[src/hw/uvtp_pkg.sv]
// Shared constants and carrier types for the undervoltage, speed and pulse-out block
package uvtp_pkg;
  // Timing
  localparam int unsigned CLK_PERIOD_NS = 5;
  localparam int unsigned MS_NS = 1000000;
  localparam int unsigned CYC_PER_MS = MS_NS / CLK_PERIOD_NS;
  localparam int unsigned RPM_PER_COUNT_MS = 60000;
  // Register byte offsets
  localparam logic [7:0] OFS_CTRL = 8'h00;
  localparam logic [7:0] OFS_SAG_LIMIT = 8'h04;
  localparam logic [7:0] OFS_RELEASE_TIME = 8'h08;
  localparam logic [7:0] OFS_HOLD_TIME = 8'h0c;
  localparam logic [7:0] OFS_SPEED_CEIL = 8'h10;
  localparam logic [7:0] OFS_DIV_PULSES = 8'h14;
  localparam logic [7:0] OFS_ENC_RES = 8'h18;
  localparam logic [7:0] OFS_STATUS = 8'h1c;
  localparam logic [7:0] OFS_SPEED = 8'h20;
  // Control field positions
  localparam int unsigned CTRL_SEL_LSB = 0;
  localparam int unsigned CTRL_REVERSE = 2;
  localparam int unsigned CTRL_SERVO_OFF = 3;
  // Status field positions
  localparam int unsigned ST_WARN = 0;
  localparam int unsigned ST_OVERSPEED = 1;
  localparam int unsigned ST_READY = 2;
  localparam int unsigned ST_ENERGISED = 3;
  localparam int unsigned ST_TLIM_LSB = 8;
  // Undervoltage selector values
  localparam logic [1:0] UV_OFF = 2'h0;
  localparam logic [1:0] UV_HOST = 2'h1;
  localparam logic [1:0] UV_DRIVE = 2'h2;
  // Ranges and reset values
  localparam logic [6:0] SAG_MIN = 7'h0a;
  localparam logic [6:0] SAG_MAX = 7'h64;
  localparam logic [6:0] SAG_RST = 7'h32;
  localparam logic [9:0] REL_MIN = 10'h00a;
  localparam logic [9:0] REL_MAX = 10'h3e8;
  localparam logic [9:0] REL_RST = 10'h064;
  localparam logic [15:0] HOLD_MIN = 16'h0014;
  localparam logic [15:0] HOLD_MAX = 16'hc350;
  localparam logic [15:0] HOLD_RST = 16'h0014;
  localparam logic [15:0] CEIL_RST = 16'h2710;
  localparam logic [23:0] DIV_MIN = 24'h000010;
  localparam logic [23:0] DIV_RST = 24'h0009c4;
  localparam logic [23:0] RES_RST = 24'h002710;
  localparam logic [6:0] TLIM_FULL = 7'h64;

  typedef enum logic [1:0] {UVTP_NORMAL, UVTP_LIMIT, UVTP_RAMP} uvtp_uv_state_t;

  // Register port request
  typedef struct packed {
    logic [7:0] addr;
    logic [31:0] wdata;
    logic wr;
    logic rd;
  } uvtp_bus_req_t;

  // Pins from outside the clock domain
  typedef struct packed {
    logic enc_a;
    logic enc_b;
    logic dc_bus_low;
    logic main_power_ok;
  } uvtp_pins_t;

  // Divided pulse outputs
  typedef struct packed {
    logic divided_phase_a_out;
    logic divided_phase_b_out;
    logic divided_index_out;
  } uvtp_pulse_t;

  // Supervision outputs
  typedef struct packed {
    logic uv_warning;
    logic uv_warning_release;
    logic current_limit;
    logic [6:0] torque_limit_pct;
    logic overspeed_alarm;
    logic servo_ready;
    logic motor_energise;
  } uvtp_sup_t;
endpackage

[src/hw/uvtp_supervisor.sv]
// Undervoltage torque handling, outage hold, overspeed alarm and divided encoder pulse output
//
// How it works
// - Selector 0 ignores sag, 1 warns and limits current, 2 also limits torque internally.
// - Drive-limit mode clamps torque to sag limit, 10..100 percent, default 50.
// - After release, ramp limit back to full over release time, 10..1000 ms.
// - Warn and limit current whenever the DC bus sits below threshold with a nonzero selector.
// - Ride through sags with outage hold time 20..50000 ms, no alarm raised.
// - Overspeed alarm when measured speed exceeds ceiling, 0..65535 rpm, default 10000.
// - Output phases A and B from the encoder, a quarter period apart.
// - Exactly the divided-pulse count per phase per motor revolution.
// - One index pulse on phase C per revolution.
// - Index pulse width equals one phase A pulse width.
// - Reverse direction mode inverts the output phase relationship, so B leads A for forward encoder counts.
// - Stay energised through short outages, drop after hold time, re-energise on return.
// - Outage past hold time drops servo-ready and enters servo-off.
module uvtp_supervisor #(
  parameter int unsigned CYC_PER_MS = uvtp_pkg::CYC_PER_MS
) (
  input wire logic ref_clk,
  input wire logic resetn,
  input wire uvtp_pkg::uvtp_bus_req_t bus_req,
  output logic [31:0] bus_rdata,
  input wire uvtp_pkg::uvtp_pins_t pins,
  output uvtp_pkg::uvtp_pulse_t pulse_out,
  output uvtp_pkg::uvtp_sup_t sup_out
);

  typedef struct packed {
    uvtp_pkg::uvtp_pins_t sync1;
    uvtp_pkg::uvtp_pins_t sync2;
    logic [1:0] enc_prev;
    logic [1:0] uv_sel;
    logic reverse;
    logic servo_off_command;
    logic [6:0] sag_torque_limit;
    logic [9:0] sag_limit_release_time;
    logic [15:0] outage_hold_time;
    logic [15:0] motor_speed_ceiling;
    logic [23:0] divided_pulses_per_rev;
    logic [23:0] encoder_output_resolution;
    logic [31:0] prescale;
    uvtp_pkg::uvtp_uv_state_t uv_state;
    logic [39:0] ramp_acc;
    logic [15:0] outage_ms;
    logic [15:0] speed_cnt;
    logic [15:0] speed_last;
    logic signed [27:0] pulse_acc;
    logic [25:0] out_pos;
    uvtp_pkg::uvtp_pulse_t pulse;
    uvtp_pkg::uvtp_sup_t sup;
    logic [31:0] rdata;
  } uvtp_state_t;

  uvtp_state_t st;
  uvtp_state_t next_st;

  // Combinational helpers
  logic ms_tick;
  logic [1:0] enc_now;
  logic [1:0] enc_diff;
  logic step_up;
  logic step_dn;
  logic signed [27:0] acc_sum;
  logic [27:0] quarter_span;
  logic [25:0] out_last;
  logic [31:0] speed_rpm_x;
  logic [39:0] speed_lim_x;
  logic [39:0] ramp_span;
  logic [6:0] ramp_diff;
  logic power_lost;
  logic uv_detect;
  logic [31:0] status_word;

  // Clamp a written setting into its legal range
  function automatic logic [15:0] clamp16(input logic [15:0] v, input logic [15:0] lo,
                                          input logic [15:0] hi);
    clamp16 = (v < lo) ? lo : ((v > hi) ? hi : v);
  endfunction

  always_comb begin
    next_st = st;
    // Two-stage synchronisers for all pins
    next_st.sync1 = pins;
    next_st.sync2 = st.sync1;

    // Millisecond timebase
    // Outage and speed logic share this tick so their timing stays aligned; the ramp counts clocks
    ms_tick = (st.prescale == CYC_PER_MS - 1);
    next_st.prescale = ms_tick ? 32'h00000000 : st.prescale + 32'h00000001;

    // Quadrature decode, position index 0..3 along the gray sequence
    enc_now = {st.sync2.enc_a, st.sync2.enc_a ^ st.sync2.enc_b};
    next_st.enc_prev = enc_now;
    enc_diff = enc_now - st.enc_prev;
    // A two-position jump (diff 2) has no known direction, so it is dropped
    // Reverse mode flips count sense, so the output phase order is inverted while the pulse shape stays the same
    step_up = (enc_diff == 2'h1) ^ (st.reverse && enc_diff != 2'h0 && enc_diff != 2'h2);
    step_dn = (enc_diff == 2'h3) ^ (st.reverse && enc_diff != 2'h0 && enc_diff != 2'h2);

    // Fractional divider: each encoder count adds four output quarter-steps per divided pulse
    quarter_span = {2'h0, st.divided_pulses_per_rev, 2'h0};
    out_last = quarter_span[25:0] - 26'h0000001;
    acc_sum = st.pulse_acc;
    if (step_up) begin
      acc_sum = st.pulse_acc + $signed(quarter_span);
    end else if (step_dn) begin
      acc_sum = st.pulse_acc - $signed(quarter_span);
    end
    // One quarter-step per clock; backlog drains on later clocks
    // A smaller pulse count written mid-turn wraps the position at the next upward step
    if (st.encoder_output_resolution != 24'h000000 &&
        acc_sum >= $signed({4'h0, st.encoder_output_resolution})) begin
      next_st.pulse_acc = acc_sum - $signed({4'h0, st.encoder_output_resolution});
      next_st.out_pos = (st.out_pos >= out_last) ? 26'h0000000 : st.out_pos + 26'h0000001;
    end else if (acc_sum < 0) begin
      next_st.pulse_acc = acc_sum + $signed({4'h0, st.encoder_output_resolution});
      next_st.out_pos = (st.out_pos == 26'h0000000) ? out_last : st.out_pos - 26'h0000001;
    end else begin
      next_st.pulse_acc = acc_sum;
    end
    // Quarter-step phase: A high in 1,2 and B high in 2,3, so A leads when counting up
    next_st.pulse.divided_phase_a_out = (next_st.out_pos[1:0] == 2'h1) ||
                                        (next_st.out_pos[1:0] == 2'h2);
    next_st.pulse.divided_phase_b_out = next_st.out_pos[1];
    // Index covers the first phase A high of the revolution
    next_st.pulse.divided_index_out = (next_st.out_pos == 26'h0000001) ||
                                      (next_st.out_pos == 26'h0000002);

    // Speed: encoder counts per ms against ceiling times counts per rev
    if (step_up || step_dn) begin
      next_st.speed_cnt = (st.speed_cnt == 16'hffff) ? st.speed_cnt : st.speed_cnt + 16'h0001;
    end
    speed_rpm_x = st.speed_last * uvtp_pkg::RPM_PER_COUNT_MS;
    speed_lim_x = st.motor_speed_ceiling * st.encoder_output_resolution;
    if (ms_tick) begin
      next_st.speed_last = next_st.speed_cnt;
      next_st.speed_cnt = 16'h0000;
    end

    // Undervoltage detection and torque limit sequencing
    uv_detect = st.sync2.dc_bus_low && (st.uv_sel != uvtp_pkg::UV_OFF);
    next_st.sup.uv_warning = uv_detect;
    next_st.sup.current_limit = uv_detect;
    // Release is one cycle wide, on the same edge the warning falls
    next_st.sup.uv_warning_release = st.sup.uv_warning && !uv_detect;
    ramp_diff = uvtp_pkg::TLIM_FULL - st.sup.torque_limit_pct;
    ramp_span = 40'(st.sag_limit_release_time) * 40'(CYC_PER_MS);
    unique case (st.uv_state)
      uvtp_pkg::UVTP_NORMAL: begin
        next_st.sup.torque_limit_pct = uvtp_pkg::TLIM_FULL;
        next_st.ramp_acc = 40'h0000000000;
        if (uv_detect && st.uv_sel == uvtp_pkg::UV_DRIVE) begin
          next_st.uv_state = uvtp_pkg::UVTP_LIMIT;
        end
      end
      uvtp_pkg::UVTP_LIMIT: begin
        next_st.sup.torque_limit_pct = st.sag_torque_limit;
        next_st.ramp_acc = 40'h0000000000;
        if (!uv_detect) begin
          next_st.uv_state = uvtp_pkg::UVTP_RAMP;
        end
      end
      uvtp_pkg::UVTP_RAMP: begin
        // Bresenham ramp: rise of (100 - sag) spread evenly across the release time
        next_st.ramp_acc = st.ramp_acc + 40'(uvtp_pkg::TLIM_FULL - st.sag_torque_limit);
        if (next_st.ramp_acc >= ramp_span) begin
          next_st.ramp_acc = next_st.ramp_acc - ramp_span;
          if (ramp_diff != 7'h00) begin
            next_st.sup.torque_limit_pct = st.sup.torque_limit_pct + 7'h01;
          end
        end
        if (uv_detect) begin
          next_st.uv_state = uvtp_pkg::UVTP_LIMIT;
        end else if (st.sup.torque_limit_pct >= uvtp_pkg::TLIM_FULL ||
                     st.uv_sel != uvtp_pkg::UV_DRIVE) begin
          next_st.uv_state = uvtp_pkg::UVTP_NORMAL;
        end
      end
    endcase
    // Leaving drive mode while limited snaps straight back to full torque
    if (st.uv_sel != uvtp_pkg::UV_DRIVE && st.uv_state == uvtp_pkg::UVTP_LIMIT) begin
      next_st.uv_state = uvtp_pkg::UVTP_NORMAL;
    end

    // Outage hold: ride through short loss, drop ready once the hold time is passed
    // Limitation: one ms granularity, so ready may drop up to one tick early
    power_lost = !st.sync2.main_power_ok;
    if (!power_lost) begin
      next_st.outage_ms = 16'h0000;
    end else if (ms_tick && st.outage_ms != 16'hffff) begin
      next_st.outage_ms = st.outage_ms + 16'h0001;
    end
    // Undervoltage alone never touches ready, so a sag raises no alarm
    next_st.sup.servo_ready = !(power_lost && st.outage_ms >= st.outage_hold_time);
    next_st.sup.motor_energise = next_st.sup.servo_ready && !st.servo_off_command;

    // Register write; hardware set of the overspeed alarm wins over a clear
    if (bus_req.wr) begin
      unique case (bus_req.addr)
        uvtp_pkg::OFS_CTRL: begin
          next_st.uv_sel = bus_req.wdata[uvtp_pkg::CTRL_SEL_LSB +: 2];
          next_st.reverse = bus_req.wdata[uvtp_pkg::CTRL_REVERSE];
          next_st.servo_off_command = bus_req.wdata[uvtp_pkg::CTRL_SERVO_OFF];
        end
        uvtp_pkg::OFS_SAG_LIMIT: begin
          // Clamp on the low 16 bits, so an oversized write up to 65535 saturates instead of wrapping
          next_st.sag_torque_limit = 7'(clamp16(bus_req.wdata[15:0],
              {9'h000, uvtp_pkg::SAG_MIN}, {9'h000, uvtp_pkg::SAG_MAX}));
        end
        uvtp_pkg::OFS_RELEASE_TIME: begin
          // Same wide clamp for the release time
          next_st.sag_limit_release_time = 10'(clamp16(bus_req.wdata[15:0],
              {6'h00, uvtp_pkg::REL_MIN}, {6'h00, uvtp_pkg::REL_MAX}));
        end
        uvtp_pkg::OFS_HOLD_TIME: begin
          next_st.outage_hold_time = clamp16(bus_req.wdata[15:0], uvtp_pkg::HOLD_MIN,
              uvtp_pkg::HOLD_MAX);
        end
        uvtp_pkg::OFS_SPEED_CEIL: begin
          next_st.motor_speed_ceiling = bus_req.wdata[15:0];
        end
        uvtp_pkg::OFS_DIV_PULSES: begin
          next_st.divided_pulses_per_rev = (bus_req.wdata[23:0] < uvtp_pkg::DIV_MIN) ?
              uvtp_pkg::DIV_MIN : bus_req.wdata[23:0];
        end
        uvtp_pkg::OFS_ENC_RES: begin
          next_st.encoder_output_resolution = bus_req.wdata[23:0];
        end
        uvtp_pkg::OFS_STATUS: begin
          if (bus_req.wdata[uvtp_pkg::ST_OVERSPEED]) begin
            next_st.sup.overspeed_alarm = 1'b0;
          end
        end
        default: begin
        end
      endcase
    end
    // Speed refreshes once per ms, so the alarm trails a real overspeed by up to 2 ms
    if ({8'h00, speed_rpm_x} > speed_lim_x) begin
      next_st.sup.overspeed_alarm = 1'b1;
    end

    // Register read, data one cycle after the strobe; unmapped reads return zero
    status_word = 32'h00000000;
    status_word[uvtp_pkg::ST_WARN] = st.sup.uv_warning;
    status_word[uvtp_pkg::ST_OVERSPEED] = st.sup.overspeed_alarm;
    status_word[uvtp_pkg::ST_READY] = st.sup.servo_ready;
    status_word[uvtp_pkg::ST_ENERGISED] = st.sup.motor_energise;
    status_word[uvtp_pkg::ST_TLIM_LSB +: 7] = st.sup.torque_limit_pct;
    next_st.rdata = 32'h00000000;
    if (bus_req.rd) begin
      unique case (bus_req.addr)
        uvtp_pkg::OFS_CTRL: next_st.rdata = {28'h0000000, st.servo_off_command, st.reverse,
                                             st.uv_sel};
        uvtp_pkg::OFS_SAG_LIMIT: next_st.rdata = {25'h0000000, st.sag_torque_limit};
        uvtp_pkg::OFS_RELEASE_TIME: next_st.rdata = {22'h000000, st.sag_limit_release_time};
        uvtp_pkg::OFS_HOLD_TIME: next_st.rdata = {16'h0000, st.outage_hold_time};
        uvtp_pkg::OFS_SPEED_CEIL: next_st.rdata = {16'h0000, st.motor_speed_ceiling};
        uvtp_pkg::OFS_DIV_PULSES: next_st.rdata = {8'h00, st.divided_pulses_per_rev};
        uvtp_pkg::OFS_ENC_RES: next_st.rdata = {8'h00, st.encoder_output_resolution};
        uvtp_pkg::OFS_STATUS: next_st.rdata = status_word;
        uvtp_pkg::OFS_SPEED: next_st.rdata = {16'h0000, st.speed_last};
        default: next_st.rdata = 32'h00000000;
      endcase
    end
  end

  // State register; reset gives full torque, ready asserted on the first clock after reset
  // Power pins reset to the good level so no false outage follows reset
  always_ff @(posedge ref_clk or negedge resetn) begin
    if (!resetn) begin
      st <= '0;
      st.sync1.main_power_ok <= 1'b1;
      st.sync2.main_power_ok <= 1'b1;
      st.sag_torque_limit <= uvtp_pkg::SAG_RST;
      st.sag_limit_release_time <= uvtp_pkg::REL_RST;
      st.outage_hold_time <= uvtp_pkg::HOLD_RST;
      st.motor_speed_ceiling <= uvtp_pkg::CEIL_RST;
      st.divided_pulses_per_rev <= uvtp_pkg::DIV_RST;
      st.encoder_output_resolution <= uvtp_pkg::RES_RST;
      st.uv_state <= uvtp_pkg::UVTP_NORMAL;
      st.sup.torque_limit_pct <= uvtp_pkg::TLIM_FULL;
    end else begin
      st <= next_st;
    end
  end

  // Outputs straight from the state register
  assign bus_rdata = st.rdata;
  assign pulse_out = st.pulse;
  assign sup_out = st.sup;

endmodule

[config.mk]
export PLATFORM = sky130hd
export DESIGN_NAME = uvtp_supervisor
export DESIGN_NICKNAME = d
export VERILOG_FILES = /design/src/hw/uvtp_pkg.sv /design/src/hw/uvtp_supervisor.sv
export SDC_FILE = /design/constraint.sdc
export NUM_CORES = 2
export LEC_CHECK = 0
export ABC_AREA = 1
export ABC_CLOCK_PERIOD_IN_PS = 18800
export BUFFER_PORTS_ARGS = -buffer_cell sky130_fd_sc_hd__buf_4
export CORE_MARGIN = 2
export CORE_UTILIZATION = 40
export CTS_CLUSTER_DIAMETER = 120
export DETAILED_ROUTE_END_ITERATION = 6
export SETUP_SLACK_MARGIN = 0.2
export SLEW_MARGIN = 20
export SYNTH_ARGS = -nofsm -noshare
export SYNTH_HDL_FRONTEND = slang
export SYNTH_SLANG_ARGS = --single-unit
[constraint.sdc]
create_clock -name ref_clk -period 18.8 [get_ports ref_clk]
set_input_delay 2.82 -clock ref_clk [delete_from_list [all_inputs] [get_ports ref_clk]]
set_output_delay 2.82 -clock ref_clk [all_outputs]
set_load 0.1 [all_outputs]
==> out/metrics.csv <==
metric,value,unit
"non-filler cells, final",7995,
clk slew on worst S/H paths,0.06,ns
Internal,2.31,mW
CP top delay family,adder cells,
CP bufs+invs,4,
power per cell area,99.3,mW/mm^2
Slowest cell on crit path,dfstp_2,
share of cells above drive strength 1,4.59,%
"Seq/Total Area, Yosys",17.4,%
Yosys top cell area share,16.7,%
end point of the critical path,sup_out[2],
first-pass GRT wire length,235000,um
Psw,2.65,mW
vias in the first global route,42173,
Ports,96,
total global routing overflow,0,
pre-CTS setup slack,10.23,ns
core region area,0.116,mm^2
HPWL Detailed,117000,um
# diodes,0,
count of final max-slew check failures,0,
postcts setup bufs,0,
largest net degree at the start of global routing,171,
Pre-Repair DR Iteration Count,6,
Layout Nets,7382,
Longest Clk Path Bufs,3,
Layout Cell Area excl Fill,0.0499,mm^2
placed inst area,0.0485,mm^2
crit-path max FO,20,
CTS root buffer,clkbuf_16,
initial detailed-routing violation count,3191,
hold slack final,0.357,ns
Reg2Reg Setup Slack,10.26,ns
setup TNS,0,ns
Area Growth Syn to Fin,6.31,%
Pwr Total,4.96,mW
DR WL/cell,18.4,um
Initial Utilization,40.4,%
maxcap violations,0,
fin crit period,8.54,ns
count of buffers from port buffering,79,
unrepaired setup endpoints after global routing,no,
GPL Wtd Cong,0.954,
global-route usage over all layers,24.5,%
Mapped Avg Cell Area,7.19,um^2
total CTS buffers,41,
Total Routed Length,147000,um
Cell variety after synth,78,
CP startpoint kind,flop,
number of synthesized flops with an enable pin,0,
"leading cell type in the layout, fill and taps excluded",nand2_1,
fmax,0.117,GHz
# clock sinks,325,
#FFs+latches synth,325,
post-route ant nets,0,
CTS resizes,0,
Lkg Pwr,26.9,nW
synth top area cells,"fa_1, dfrtp_1, ha_1",
Clock Skews,0.0340,ns
FILL cells,12141,
Worst Slack Setup Final,10.26,ns
Min-Delay Path Class,flop to flop,
Worst Path Arrival,9.08,ns
cell row count,125,
Final Util,42.9,%
Most common cell on crit path,fa_1,
status,"complete, no violations",
initial antenna violation count,7,
Flop pwr share,19.5,%
Yosys top cell by area,fa_1,
DR vias/cell,5.29,
VDD IR max,0.127,mV
r2r startpoint,st[232],
Crit Path Class,flop to flop,
ys async rst share,100,%
Synth Flop Type,dfrtp_1,
Critical Path Stages,31,
Die X,347,um
Synth Warn #,0,
Sw Ratio,53.5,%
FF-to-FF End,sup_out[2],
Placed Instances,7920,
"Hold Vio Cnt, Final",0,
DRC Markers,0,
CP max stage delay,0.91,ns
setup violators final,0,
worst r2r path cells,31,
CTS H-tree depth,2,
most frequent cells in the layout,"nand2_1, inv_1, ha_1, nor2_1, fa_1",
# hold bufs at CTS,0,
Critical path origin,st[232],
Slew headroom,27.8,%
TritonCTS clock tree,built,
worst skew pair latency,0.61,ns
Die Y,347,um
nature of the critical path endpoint,flop,
period utilization,45.4,%
Synth Instances,6532,
Die ar.,0.120,mm^2
critical path required time,19.34,ns
total number of vias,42311,
worst-margin pin slew,1.08,ns
Logic pwr share,63.7,%
share of total power in the clock network,16.8,%
Mapped Area,0.0470,mm^2
## power by group through the flow
| stage | clock network [mW] | registers, mW | logic, mW |
|---|---|---|---|
| after floorplan | 0 | 0.877 | 2.41 |
| after global placement | 0 | 0.971 | 3.07 |
| after detailed placement | 0 | 0.971 | 3.10 |
| after CTS | 0.851 | 0.959 | 3.12 |
| after global routing | 0.872 | 0.978 | 3.53 |
| final | 0.830 | 0.966 | 3.16 |
## state kept, by name, summed over array words and instances, names as in the netlist
signal / flops
bus_rdata: 24
next_st: 4
pulse_out: 2
st: 258
enc_now: 1
quarter_span: 24
sup_out: 12
## synth_stat cells (7+ instances only)
cell / n
nand2_1: 1436
inv_1: 1255
nor2_1: 505
ha_1: 504
fa_1: 391
a21oi_1: 389
o21ai_0: 352
dfrtp_1: 297
nand3_1: 245
xor2_1: 196
clkbuf_1: 136
nor3_1: 89
nand4_1: 82
xnor2_1: 60
buf_4: 56
a31oi_1: 51
nor4_1: 44
o21ai_1: 37
buf_2: 36
o22ai_1: 35
o211ai_1: 29
dfstp_2: 28
o21bai_1: 24
buf_1: 22
a21o_1: 20
a221oi_1: 18
or2_2: 16
o21a_1: 13
nand2_2: 12
o221ai_1: 12
a21boi_0: 9
inv_2: 9
o31ai_1: 9
nor3_2: 7
## per-layer routing
metal	GRT usage, %	part of all wire [%]	vias to the layer above
met1	33.1	44	20335
met3	3.24	6.5	252
li1	-	-	20437
met4	7.23	3.2	12
met2	40.9	46	1275
met5	0	0.056	-
## kinds of logic after synthesis
kind of cell / count (synthesis) / synth area share (%)
AO/OA/AOI/OAI: 1043 / 12.5
buffers and inverters: 1530 / 13.0
AND/OR/NAND/NOR: 2477 / 22.1
other: 1 / 0.00799
adder cells (fa/ha/maj): 895 / 30.1
multiplexers: 2 / 0.0426
XOR/XNOR: 259 / 4.90
flip-flops: 325 / 17.4
## how the worst min path moves through the flow
stage	start	end	slack (ns)	cells after the start
2_1_floorplan	next_st[330]	enc_now[1]	0.33	0
3_3_place_gp	next_st[328]	st[328]	0.34	0
3_5_place_dp	next_st[330]	enc_now[1]	0.35	0
4_1_cts	next_st[330]	enc_now[1]	0.36	0
5_1_grt	next_st[327]	st[327]	0.37	0
6_report	next_st[330]	enc_now[1]	0.36	0
## area by class of cell
class / instances / area [um^2] / area share [%]
multi-input combinational: 4684 / 32800 / 65.6
tap: 1524 / 1910 / 3.82
clock buffer: 57 / 1170 / 2.34
sequential: 325 / 8170 / 16.4
timing repair buffer: 117 / 898 / 1.80
clock inverter: 18 / 241 / 0.484
inverter: 1270 / 4770 / 9.56
(Power assumes the default switching activity.)
